--- src/design/csb_pkg.sv ---
`default_nettype none
package csb_pkg;
  // widths
  localparam int DATA_W = 8;
  localparam int PC_W = 16;
  localparam int K_W = 7;
  localparam int OP_W = 4;
  localparam int SEL_W = 3;
  localparam int CYC_W = 2;
  // register byte offsets
  localparam logic [7:0] OFF_CTRL = 8'h00;
  localparam logic [7:0] OFF_INSTR = 8'h04;
  localparam logic [7:0] OFF_OPND = 8'h08;
  localparam logic [7:0] OFF_PC = 8'h0c;
  localparam logic [7:0] OFF_FLAGS = 8'h10;
  localparam logic [7:0] OFF_STATUS = 8'h14;
  // control and status fields
  localparam int CTRL_START_BIT = 0;
  localparam int STAT_BUSY_BIT = 0;
  localparam int STAT_TAKEN_BIT = 1;
  localparam int STAT_CYC_LSB = 2;
  // instruction word fields
  localparam int INSTR_OP_LSB = 0;
  localparam int INSTR_SEL_LSB = 4;
  localparam int INSTR_K_LSB = 7;
  localparam int INSTR_TWO_BIT = 14;
  // operand word fields
  localparam int OPND_RD_LSB = 0;
  localparam int OPND_RR_LSB = 8;
  localparam int OPND_IMM_LSB = 16;
  localparam int OPND_IO_LSB = 24;
  // flag positions in the status flags register
  localparam int FLAG_C = 0;
  localparam int FLAG_Z = 1;
  localparam int FLAG_N = 2;
  localparam int FLAG_V = 3;
  localparam int FLAG_S = 4;
  localparam int FLAG_H = 5;
  // operation codes
  localparam logic [3:0] OP_COMPARE = 4'h0;
  localparam logic [3:0] OP_COMPARE_WITH_BORROW = 4'h1;
  localparam logic [3:0] OP_COMPARE_IMMEDIATE = 4'h2;
  localparam logic [3:0] OP_COMPARE_SKIP_EQUAL = 4'h3;
  localparam logic [3:0] OP_SKIP_REG_BIT_CLEAR = 4'h4;
  localparam logic [3:0] OP_SKIP_REG_BIT_SET = 4'h5;
  localparam logic [3:0] OP_SKIP_IO_BIT_CLEAR = 4'h6;
  localparam logic [3:0] OP_SKIP_IO_BIT_SET = 4'h7;
  localparam logic [3:0] OP_BRANCH_FLAG_SET = 4'h8;
  localparam logic [3:0] OP_BRANCH_FLAG_CLEAR = 4'h9;
  localparam logic [3:0] OP_BRANCH_ON_EQUAL = 4'ha;
  localparam logic [3:0] OP_BRANCH_ON_UNEQUAL = 4'hb;
  localparam logic [3:0] OP_BRANCH_ON_CARRY = 4'hc;
  localparam logic [3:0] OP_BRANCH_ON_NO_CARRY = 4'hd;
  localparam logic [3:0] OP_BRANCH_UNSIGNED_GE = 4'he;
  // reset values
  localparam logic [15:0] PC_RST = 16'h0000;
  localparam logic [7:0] FLAGS_RST = 8'h00;
  localparam logic [31:0] WORD_RST = 32'h0000_0000;
  // program counter steps and cycle counts
  localparam logic [15:0] PC_STEP = 16'h0001;
  localparam logic [15:0] PC_SKIP_ONE = 16'h0002;
  localparam logic [15:0] PC_SKIP_TWO = 16'h0003;
  localparam logic [1:0] CYC_ONE = 2'h1;
  localparam logic [1:0] CYC_TWO = 2'h2;
  localparam logic [1:0] CYC_THREE = 2'h3;
endpackage
`default_nettype wire

--- src/design/exec_if.sv ---
`timescale 1ns/1ps
`default_nettype none
interface exec_if;
  logic [3:0] op;
  logic [7:0] rd;
  logic [7:0] rr;
  logic [7:0] imm;
  logic [7:0] io_val;
  logic [2:0] bit_sel;
  logic [6:0] k;
  logic two_word;
  logic [15:0] pc;
  logic [7:0] flags;
  logic [7:0] new_flags;
  logic flags_we;
  logic taken;
  logic [15:0] new_pc;
  logic [1:0] cycles;
  modport core (
    output op, rd, rr, imm, io_val, bit_sel, k, two_word, pc, flags,
    input new_flags, flags_we, taken, new_pc, cycles
  );
  modport alu (
    input op, rd, rr, imm, flags,
    output new_flags, flags_we
  );
  modport seq (
    input op, rd, rr, io_val, bit_sel, k, two_word, pc, flags,
    output taken, new_pc, cycles
  );
endinterface
`default_nettype wire

--- src/design/flag_compare.sv ---
`timescale 1ns/1ps
`default_nettype none
module flag_compare (
  // operands and flag results
  exec_if.alu ex
);
  logic [7:0] a;
  logic [7:0] b;
  logic [7:0] diff;
  logic cin;
  logic keep_z;
  logic we;
  logic vf;
  logic nf;

  always_comb
  begin
    a = ex.rd;
    b = ex.rr;
    cin = 1'b0;
    keep_z = 1'b0;
    we = 1'b0;
    case (ex.op)
      csb_pkg::OP_COMPARE:
      begin
        we = 1'b1;
      end
      csb_pkg::OP_COMPARE_WITH_BORROW:
      begin
        we = 1'b1;
        cin = ex.flags[csb_pkg::FLAG_C];
        keep_z = 1'b1;
      end
      csb_pkg::OP_COMPARE_IMMEDIATE:
      begin
        we = 1'b1;
        b = ex.imm;
      end
      default:
      begin
        we = 1'b0;
      end
    endcase
    diff = a - b - {7'h00, cin};
    nf = diff[7];
    vf = (a[7] & ~b[7] & ~diff[7]) | (~a[7] & b[7] & diff[7]);
    ex.new_flags = ex.flags;
    ex.flags_we = we;
    if (we)
    begin
      ex.new_flags[csb_pkg::FLAG_Z] = (diff == 8'h00)
        & (~keep_z | ex.flags[csb_pkg::FLAG_Z]);
      ex.new_flags[csb_pkg::FLAG_N] = nf;
      ex.new_flags[csb_pkg::FLAG_V] = vf;
      ex.new_flags[csb_pkg::FLAG_S] = nf ^ vf;
      ex.new_flags[csb_pkg::FLAG_C] = (~a[7] & b[7]) | (b[7] & diff[7])
        | (diff[7] & ~a[7]);
      ex.new_flags[csb_pkg::FLAG_H] = (~a[3] & b[3]) | (b[3] & diff[3])
        | (diff[3] & ~a[3]);
    end
  end
endmodule
`default_nettype wire

--- src/design/skip_branch_eval.sv ---
`timescale 1ns/1ps
`default_nettype none
module skip_branch_eval (
  // operands and sequencing results
  exec_if.seq ex
);
  logic skip;
  logic branch;
  logic [15:0] k_ext;
  logic [15:0] br_pc;
  logic [15:0] skip_pc;

  always_comb
  begin
    skip = 1'b0;
    branch = 1'b0;
    k_ext = {{9{ex.k[6]}}, ex.k};
    br_pc = ex.pc + k_ext + csb_pkg::PC_STEP;
    skip_pc = ex.two_word ? ex.pc + csb_pkg::PC_SKIP_TWO
                          : ex.pc + csb_pkg::PC_SKIP_ONE;
    case (ex.op)
      csb_pkg::OP_COMPARE_SKIP_EQUAL: skip = (ex.rd == ex.rr);
      csb_pkg::OP_SKIP_REG_BIT_CLEAR: skip = ~ex.rd[ex.bit_sel];
      csb_pkg::OP_SKIP_REG_BIT_SET: skip = ex.rd[ex.bit_sel];
      csb_pkg::OP_SKIP_IO_BIT_CLEAR: skip = ~ex.io_val[ex.bit_sel];
      csb_pkg::OP_SKIP_IO_BIT_SET: skip = ex.io_val[ex.bit_sel];
      csb_pkg::OP_BRANCH_FLAG_SET: branch = ex.flags[ex.bit_sel];
      csb_pkg::OP_BRANCH_FLAG_CLEAR: branch = ~ex.flags[ex.bit_sel];
      csb_pkg::OP_BRANCH_ON_EQUAL: branch = ex.flags[csb_pkg::FLAG_Z];
      csb_pkg::OP_BRANCH_ON_UNEQUAL: branch = ~ex.flags[csb_pkg::FLAG_Z];
      csb_pkg::OP_BRANCH_ON_CARRY: branch = ex.flags[csb_pkg::FLAG_C];
      csb_pkg::OP_BRANCH_ON_NO_CARRY: branch = ~ex.flags[csb_pkg::FLAG_C];
      csb_pkg::OP_BRANCH_UNSIGNED_GE: branch = ~ex.flags[csb_pkg::FLAG_C];
      default: skip = 1'b0;
    endcase
    ex.taken = skip | branch;
    if (skip)
    begin
      ex.new_pc = skip_pc;
      ex.cycles = ex.two_word ? csb_pkg::CYC_THREE : csb_pkg::CYC_TWO;
    end
    else if (branch)
    begin
      ex.new_pc = br_pc;
      ex.cycles = csb_pkg::CYC_TWO;
    end
    else
    begin
      ex.new_pc = ex.pc + csb_pkg::PC_STEP;
      ex.cycles = csb_pkg::CYC_ONE;
    end
  end
endmodule
`default_nettype wire

--- src/design/compare_skip_branch_unit.sv ---
// Functional notes
// - Compare with constant sets Z N V S C H and drops the difference.
// - Compare-then-skip skips the next instruction when rd equals rr.
// - Skip on clear register bit advances the counter by 2 or 3.
// - Skip on set register bit advances the counter by 2 or 3.
// - Skip on clear io bit advances by 2 or 3 and leaves flags alone.
// - Skip on set io bit advances by 2 or 3 and leaves flags alone.
// - Branch on set flag loads pc plus offset plus one.
// - Branch on clear flag jumps to pc plus offset plus one, flags kept.
// - Branch on no carry is taken only while carry is zero.
// - Unsigned same-or-higher branch is taken when carry is zero.
`timescale 1ns/1ps
`default_nettype none
module compare_skip_branch_unit #(
  parameter int ADDR_W = 8
) (
  // clock, reset, enable
  input wire logic clk,
  input wire logic rstn,
  input wire logic ce,
  // apb slave
  input wire logic psel,
  input wire logic penable,
  input wire logic pwrite,
  input wire logic [ADDR_W-1:0] paddr,
  input wire logic [31:0] pwdata,
  output logic [31:0] prdata,
  output logic pready,
  output logic pslverr,
  // execution state
  output logic busy
);
  typedef enum logic [0:0] {st_idle, st_exec} state_e;

  state_e state_reg;
  logic [31:0] instr_reg;
  logic [31:0] opnd_reg;
  logic [15:0] pc_reg;
  logic [7:0] flags_reg;
  logic [1:0] cnt_reg;
  logic [15:0] pend_pc_reg;
  logic [7:0] pend_flags_reg;
  logic pend_taken_reg;
  logic [1:0] pend_cyc_reg;
  logic taken_reg;
  logic [1:0] cyc_reg;
  logic [31:0] rd_next;
  logic addr_ok;
  logic [7:0] addr8;
  logic wr_acc;
  logic start;
  logic commit;

  exec_if ex ();

  flag_compare u_flags (
    .ex (ex)
  );

  skip_branch_eval u_seq (
    .ex (ex)
  );

  assign ex.op = instr_reg[csb_pkg::INSTR_OP_LSB +: csb_pkg::OP_W];
  assign ex.bit_sel = instr_reg[csb_pkg::INSTR_SEL_LSB +: csb_pkg::SEL_W];
  assign ex.k = instr_reg[csb_pkg::INSTR_K_LSB +: csb_pkg::K_W];
  assign ex.two_word = instr_reg[csb_pkg::INSTR_TWO_BIT];
  assign ex.rd = opnd_reg[csb_pkg::OPND_RD_LSB +: csb_pkg::DATA_W];
  assign ex.rr = opnd_reg[csb_pkg::OPND_RR_LSB +: csb_pkg::DATA_W];
  assign ex.imm = opnd_reg[csb_pkg::OPND_IMM_LSB +: csb_pkg::DATA_W];
  assign ex.io_val = opnd_reg[csb_pkg::OPND_IO_LSB +: csb_pkg::DATA_W];
  assign ex.pc = pc_reg;
  assign ex.flags = flags_reg;

  assign addr8 = paddr[7:0];
  assign pready = 1'b1;
  assign wr_acc = psel & penable & pwrite & ce & addr_ok;
  assign busy = (state_reg == st_exec);
  assign start = wr_acc & addr_ok & (addr8 == csb_pkg::OFF_CTRL)
    & pwdata[csb_pkg::CTRL_START_BIT] & (state_reg == st_idle);
  assign commit = ce & (state_reg == st_exec) & (cnt_reg == 2'h0);

  // address decode and read data
  always_comb
  begin
    addr_ok = 1'b1;
    rd_next = 32'h0000_0000;
    if (addr8 == csb_pkg::OFF_CTRL)
      rd_next = 32'h0000_0000;
    else if (addr8 == csb_pkg::OFF_INSTR)
      rd_next = instr_reg;
    else if (addr8 == csb_pkg::OFF_OPND)
      rd_next = opnd_reg;
    else if (addr8 == csb_pkg::OFF_PC)
      rd_next = {16'h0000, pc_reg};
    else if (addr8 == csb_pkg::OFF_FLAGS)
      rd_next = {24'h00_0000, flags_reg};
    else if (addr8 == csb_pkg::OFF_STATUS)
      rd_next = {28'h000_0000, cyc_reg, taken_reg, busy};
    else
      addr_ok = 1'b0;
    // bits above the byte offset must be zero
    if ((paddr >> 8) != '0)
      addr_ok = 1'b0;
  end

  assign pslverr = psel & penable & ~addr_ok;

  // read data captured in the setup cycle
  always_ff @(posedge clk or negedge rstn)
  begin
    if (!rstn)
      prdata <= csb_pkg::WORD_RST;
    else if (ce && psel && !penable && !pwrite)
      prdata <= addr_ok ? rd_next : csb_pkg::WORD_RST;
  end

  // instruction and operand words
  always_ff @(posedge clk or negedge rstn)
  begin
    if (!rstn)
    begin
      instr_reg <= csb_pkg::WORD_RST;
      opnd_reg <= csb_pkg::WORD_RST;
    end
    else if (wr_acc && state_reg == st_idle)
    begin
      if (addr8 == csb_pkg::OFF_INSTR)
        instr_reg <= pwdata;
      else if (addr8 == csb_pkg::OFF_OPND)
        opnd_reg <= pwdata;
    end
  end

  // execution sequencer
  always_ff @(posedge clk or negedge rstn)
  begin
    if (!rstn)
    begin
      state_reg <= st_idle;
      cnt_reg <= 2'h0;
    end
    else if (ce)
    begin
      case (state_reg)
        st_idle:
          if (start)
          begin
            state_reg <= st_exec;
            // busy for the outcome's cycle count
            cnt_reg <= ex.cycles - 2'h1;
          end
        st_exec:
          if (cnt_reg == 2'h0)
            state_reg <= st_idle;
          else
            cnt_reg <= cnt_reg - 2'h1;
        default:
          state_reg <= st_idle;
      endcase
    end
  end

  // results held until the last cycle
  always_ff @(posedge clk or negedge rstn)
  begin
    if (!rstn)
    begin
      pend_pc_reg <= csb_pkg::PC_RST;
      pend_flags_reg <= csb_pkg::FLAGS_RST;
      pend_taken_reg <= 1'b0;
      pend_cyc_reg <= 2'h0;
    end
    else if (start)
    begin
      pend_pc_reg <= ex.new_pc;
      pend_flags_reg <= ex.new_flags;
      pend_taken_reg <= ex.taken;
      pend_cyc_reg <= ex.cycles;
    end
  end

  // program counter and flags
  always_ff @(posedge clk or negedge rstn)
  begin
    if (!rstn)
    begin
      pc_reg <= csb_pkg::PC_RST;
      flags_reg <= csb_pkg::FLAGS_RST;
      taken_reg <= 1'b0;
      cyc_reg <= 2'h0;
    end
    else if (commit)
    begin
      pc_reg <= pend_pc_reg;
      flags_reg <= pend_flags_reg;
      taken_reg <= pend_taken_reg;
      cyc_reg <= pend_cyc_reg;
    end
    else if (wr_acc && state_reg == st_idle)
    begin
      if (addr8 == csb_pkg::OFF_PC)
        pc_reg <= pwdata[15:0];
      else if (addr8 == csb_pkg::OFF_FLAGS)
        flags_reg <= pwdata[7:0];
    end
  end

  a_cmp_imm_flags: assert property (@(posedge clk)
    disable iff (!rstn)
    start && ex.op == csb_pkg::OP_COMPARE_IMMEDIATE |->
      ex.flags_we && ex.new_flags[csb_pkg::FLAG_Z] == (ex.rd == ex.imm)
      && ex.new_flags[csb_pkg::FLAG_C] == (ex.rd < ex.imm))
    else $error("immediate compare flags wrong");

  a_cpse_skip_eq: assert property (@(posedge clk)
    disable iff (!rstn)
    start && ex.op == csb_pkg::OP_COMPARE_SKIP_EQUAL |->
      ex.taken == (ex.rd == ex.rr))
    else $error("compare skip decision wrong");

  a_reg_clear_pc: assert property (@(posedge clk)
    disable iff (!rstn)
    start && ex.op == csb_pkg::OP_SKIP_REG_BIT_CLEAR
      && !ex.rd[ex.bit_sel] |->
      ex.new_pc == pc_reg + (ex.two_word ? 16'h0003 : 16'h0002))
    else $error("register bit clear skip target wrong");

  a_reg_set_pc: assert property (@(posedge clk)
    disable iff (!rstn)
    start && ex.op == csb_pkg::OP_SKIP_REG_BIT_SET |->
      ex.new_pc == (ex.rd[ex.bit_sel]
        ? pc_reg + (ex.two_word ? 16'h0003 : 16'h0002)
        : pc_reg + 16'h0001))
    else $error("register bit set skip target wrong");

  a_io_clear_flags: assert property (@(posedge clk)
    disable iff (!rstn)
    start && ex.op == csb_pkg::OP_SKIP_IO_BIT_CLEAR |->
      !ex.flags_we && ex.taken == !ex.io_val[ex.bit_sel]
      ##1 (pend_flags_reg == $past(flags_reg)))
    else $error("io bit clear skip wrong or flags changed");

  a_io_set_skip: assert property (@(posedge clk)
    disable iff (!rstn)
    start && ex.op == csb_pkg::OP_SKIP_IO_BIT_SET
      && ex.io_val[ex.bit_sel] |->
      ex.taken && !ex.flags_we
      && ex.cycles == (ex.two_word ? 2'h3 : 2'h2))
    else $error("io bit set skip wrong");

  a_flag_set_br: assert property (@(posedge clk)
    disable iff (!rstn)
    start && ex.op == csb_pkg::OP_BRANCH_FLAG_SET
      && flags_reg[ex.bit_sel] |->
      ex.new_pc == pc_reg + {{9{ex.k[6]}}, ex.k} + 16'h0001)
    else $error("branch on set flag target wrong");

  a_flag_clr_br: assert property (@(posedge clk)
    disable iff (!rstn)
    start && ex.op == csb_pkg::OP_BRANCH_FLAG_CLEAR |->
      ex.taken == !flags_reg[ex.bit_sel] && !ex.flags_we)
    else $error("branch on clear flag wrong");

  a_no_carry_br: assert property (@(posedge clk)
    disable iff (!rstn)
    start && ex.op == csb_pkg::OP_BRANCH_ON_NO_CARRY
      && flags_reg[csb_pkg::FLAG_C] |->
      !ex.taken && ex.new_pc == pc_reg + 16'h0001)
    else $error("carry set must fall through");

  a_unsigned_ge: assert property (@(posedge clk)
    disable iff (!rstn)
    start && ex.op == csb_pkg::OP_BRANCH_UNSIGNED_GE |->
      ex.taken == !flags_reg[csb_pkg::FLAG_C])
    else $error("same-or-higher branch decision wrong");

  a_cycle_commit: assert property (@(posedge clk)
    disable iff (!rstn)
    start && ce && ex.cycles == 2'h1 ##1 ce |=>
      state_reg == st_idle && pc_reg == $past(pend_pc_reg))
    else $error("one-cycle operation did not commit");

  a_taken_two: assert property (@(posedge clk)
    disable iff (!rstn)
    start && ex.op >= csb_pkg::OP_BRANCH_FLAG_SET |->
      ex.cycles == (ex.taken ? 2'h2 : 2'h1))
    else $error("branch cycle count wrong");

  a_back_offset: assert property (@(posedge clk)
    disable iff (!rstn)
    start && ex.op == csb_pkg::OP_BRANCH_FLAG_SET && ex.k[6]
      && flags_reg[ex.bit_sel] |->
      ex.new_pc == pc_reg + 16'h0001 - {9'h000, 7'h00 - ex.k})
    else $error("negative offset not sign extended");

  a_commit_idle: assert property (@(posedge clk)
    disable iff (!rstn)
    commit |=> !busy && pc_reg == $past(pend_pc_reg)
      && flags_reg == $past(pend_flags_reg))
    else $error("commit did not end execution");

  a_exec_frozen: assert property (@(posedge clk)
    disable iff (!rstn)
    busy && !commit |=> $stable(pc_reg) && $stable(flags_reg))
    else $error("pc or flags changed mid execution");
endmodule
`default_nettype wire

--- config.mk ---
export PLATFORM = sky130hd
export DESIGN_NAME = compare_skip_branch_unit
export DESIGN_NICKNAME = d
export VERILOG_FILES = /design/src/design/csb_pkg.sv /design/src/design/exec_if.sv /design/src/design/flag_compare.sv /design/src/design/skip_branch_eval.sv /design/src/design/compare_skip_branch_unit.sv
export SDC_FILE = /design/constraint.sdc
export NUM_CORES = 1
export LEC_CHECK = 0
export BUFFER_PORTS_ARGS = -buffer_cell sky130_fd_sc_hd__buf_2
export CORE_ASPECT_RATIO = 1.4
export CORE_MARGIN = 3
export CORE_UTILIZATION = 45
export CTS_CLUSTER_DIAMETER = 50
export DETAILED_ROUTE_END_ITERATION = 8
export GPL_TIMING_DRIVEN = 0
export HOLD_SLACK_MARGIN = 0.03
export PLACE_DENSITY_LB_ADDON = 0.08
export SYNTH_ARGS = -nofsm -noshare
export SYNTH_HDL_FRONTEND = slang
export SYNTH_SLANG_ARGS = --single-unit
--- constraint.sdc ---
create_clock -name clk -period 5.4 [get_ports clk]
set_input_delay 0.81 -clock clk [delete_from_list [all_inputs] [get_ports clk]]
set_output_delay 0.81 -clock clk [all_outputs]
set_load 0.1 [all_outputs]
==> impl_metrics.tcl <==
set metrics [dict create \
    synth_cell_type_count 62 \
    gr-usage-met1 0.311 \
    fmax_mhz 220 \
    fin_setup_tns_ps 0 \
    synth_area_per_cell_um2 9.67 \
    crit_chain "clkbuf_1 -> nand2_1 -> nor2_1 -> mux2_2 -> fa_1 -> inv_1 -> ha_1 -> nand2_1 -> a21boi_0 -> o21a_1 -> o2111a_1 -> a211oi_1 -> nand2_1 -> a31oi_1 -> a21oi_1" \
    gp_congestion 0.913 \
    cp_common_cell "nand2_1" \
    pwr_density_cell_mw_per_mm2 230 \
    port_buffers 77 \
    worst-path-buf-inv 2 \
    slowest_delay_ps 660 \
    worstSetupPathType "register to register" \
    p_seq_frac 0.478 \
    max-cap-violations 0 \
    finClkSkew_ps 13.2 \
    nets 1111 \
    worst_setup_path_start_kind "register" \
    p_int_uw 1780 \
    async_flop_share 1.00 \
    vias 7476 \
    boundaryPins 81 \
    synth_top_cell_by_area "dfrtp_1" \
    grt_overflow 0 \
    grt_pass1_vias 7677 \
    cts_sinks 151 \
    ys_seq_area_frac 0.419 \
    setup_violations 0 \
    endpoint_kind "register" \
    rr_startpoint "instr_reg[1]$_DFFE_PN0P_" \
    syn_nets 1014 \
    period_share 0.843 \
    clk_latency_ps 430 \
    grt_busiest_layer "met2" \
    grt_use_total 0.258 \
    total_leakage_power_uw 0.00494 \
    holdWs_ps 359 \
    antenna_cells 0 \
    yosysMostFrequentCell "dfrtp_1" \
    dr.first_iter.drc_count 437 \
    grt_pass1_wl_mm 43.8 \
    ys_ff_latch 151 \
    required_ps 5690 \
    synth.top_cell.area_share 0.419 \
    synth-edff-count 0 \
    clockPowerShare 0.488 \
    cts_inserted_buffers 17 \
    met3_usage 0.0364 \
    syn_to_final_growth_pct 14.4 \
    slew_headroom 0.189 \
    outcome "finished, final reports clean" \
    drt_pass1_iterations 5 \
    synth.cell_area_mm2 0.00901 \
    arrival_ps 4830 \
    critPathTopFamily "compound AO/OA/AOI/OAI gates" \
    wire_per_inst_um 21.4 \
    swShare 0.249 \
    drc 0 \
    rows 60 \
    wl_mm 27.6 \
    critical_path.startpoint "instr_reg[1]$_DFFE_PN0P_" \
    pwr-share-comb 0.034 \
    post_route_cells_drive_above_1_share 0.203 \
    finalHoldViolCount 0 \
    dieArea_mm2 0.0218 \
    cp_max_fo 10 \
    switchingPower_uw 591 \
    clk_path_buf_depth 2 \
    postCtsSetupRepairBufs 0 \
    period_needed_ps 4550 \
    core_mm2 0.0194 \
    dp_hpwl_mm 20.9 \
    rsz0062_at_grt "false" \
    viasPerCell 5.80 \
    initial_core_util 0.464 \
    maxSlewViolCount 0 \
    netlist_instances 932 \
    cts-root-buf "clkbuf_16" \
    worst_slew_pin_slew_ps 1210 \
    finalPower_uw 2370 \
    ctsHoldBuffers 0 \
    synthTopCellsByCount "151 x dfrtp_1, 128 x nand2_1, 81 x mux2_2, 73 x o21ai_0, 63 x nor2_1" \
    fill_cells 1887 \
    peakVddDrop_v 0.000185 \
    antenna_left 0 \
    cts_max_level 4 \
    cts_resized 0 \
    chipWidth_um 126 \
    fp.dieH_um 173 \
    cp_slowest_cell "a211oi_1" \
    antenna_found_initial 0 \
    clkTransAtPathRegs_ps 70 \
    use_met2 0.453 \
    tritoncts "yes" \
    ys_top_cells_by_area "dfrtp_1 42%, mux2_2 10%, nand2_1 5.3%" \
    yosys_warnings 0 \
    hp-class "input port to async pin" \
    synth_flop_cell "dfrtp_1" \
    grt_max_degree 86 \
]
==> cell families after synthesis <==
group / share of synthesized area
AOI/OAI and AO/OA: 0.154
adders and majority gates: 0.0525
and+or+nand+nor: 0.135
DFF: 0.419
muxes: 0.156
buffers and inverters: 0.0380
other: 0.000416
xor gates and xnor gates: 0.0447
==> power by group through the flow <==
stage / Sequential, uW / Clock [uW] / Combinational (uW)
final: 1130 / 1160 / 81.3
after global routing: 1130 / 1230 / 89.5
after CTS: 1130 / 1180 / 82.9
after detailed placement: 1150 / 0 / 82.7
after global placement: 1150 / 0 / 79.9
after floorplan: 1150 / 0 / 22.3
==> layout by cell type (no fill, tap or decap), drive strengths merged, types with 3 or more instances in the layout <==
master,Yosys,routed
a21oi,34,34
nor2,63,63
nor3,17,17
clkinvlp,0,4
o21a,5,5
a221oi,4,4
mux2i,34,34
or3,5,5
a311oi,6,6
xnor2,30,30
nand2b,8,8
ha,33,33
mux4,7,7
nor2b,8,8
a211oi,6,6
xor2,16,16
mux2,81,81
inv,29,35
clkbuf,44,64
fa,3,3
a22oi,32,32
or2,5,5
o21ai,80,80
a31oi,10,10
nand4,8,8
and2,6,6
o31ai,6,6
dfrtp,151,151
a21o,12,12
buf,14,92
nand3,12,12
o211ai,5,5
nand2,128,128
==> layer usage <==
| layer | vias to the layer above | routed length, um |
|---|---|---|
| li1 | 3509 | - |
| met1 | 3677 | 11100 |
| met2 | 225 | 14100 |
| met3 | 65 | 1100 |
| met4 | 0 | 1370 |
| met5 | - | 0 |
==> final cells by class <==
cell class	instances	area, um^2	share of cell area
sequential	151	3780	0.367
timing repair buffer	78	419	0.0407
inverter	29	109	0.0106
clock inverter	12	108	0.0104
multi-input combinational	694	4890	0.475
clock buffer	20	457	0.0443
buffer	58	234	0.0227
tap	248	310	0.0301
==> worst reg2reg max path, cell delays in order (launching register included) <==
cell and delay, ps:
dfrtp_1 370, clkbuf_1 350, nand2_1 100, nor2_1 570, mux2_2 420, fa_1 430, inv_1 80, ha_1 240
nand2_1 90, a21boi_0 90, o21a_1 200, o2111a_1 230, a211oi_1 660, nand2_1 150, a31oi_1 300, a21oi_1 110
==> metrics by stage <==
step,utilization,setup slack (ps),cells,instance area [um^2]
after floorplan,-,1600,932,9010
after global placement,0.499,901,1257,9710
after detailed placement,0.501,896,1258,9740
after CTS,0.530,848,1290,10300
after global routing,0.530,570,1290,10300
final,0.530,850,1290,10300
==> path summary, 6_finish.rpt <==
path                                                 end  cells after the start  slack (ps)
max                        pend_flags_reg[4]$_DFFE_PN0N_                     15         850
min                                     busy$_DFFE_PN0P_                      1         360
max reg2reg                pend_flags_reg[4]$_DFFE_PN0N_                     15         850
min reg2reg                       prdata[18]$_DFFE_PN0P_                      2         480
max in group asynchronous       opnd_reg[19]$_DFFE_PN0P_                      2        4190
min in group clk                  prdata[18]$_DFFE_PN0P_                      2         480
Power figures use the tool's default switching activity.
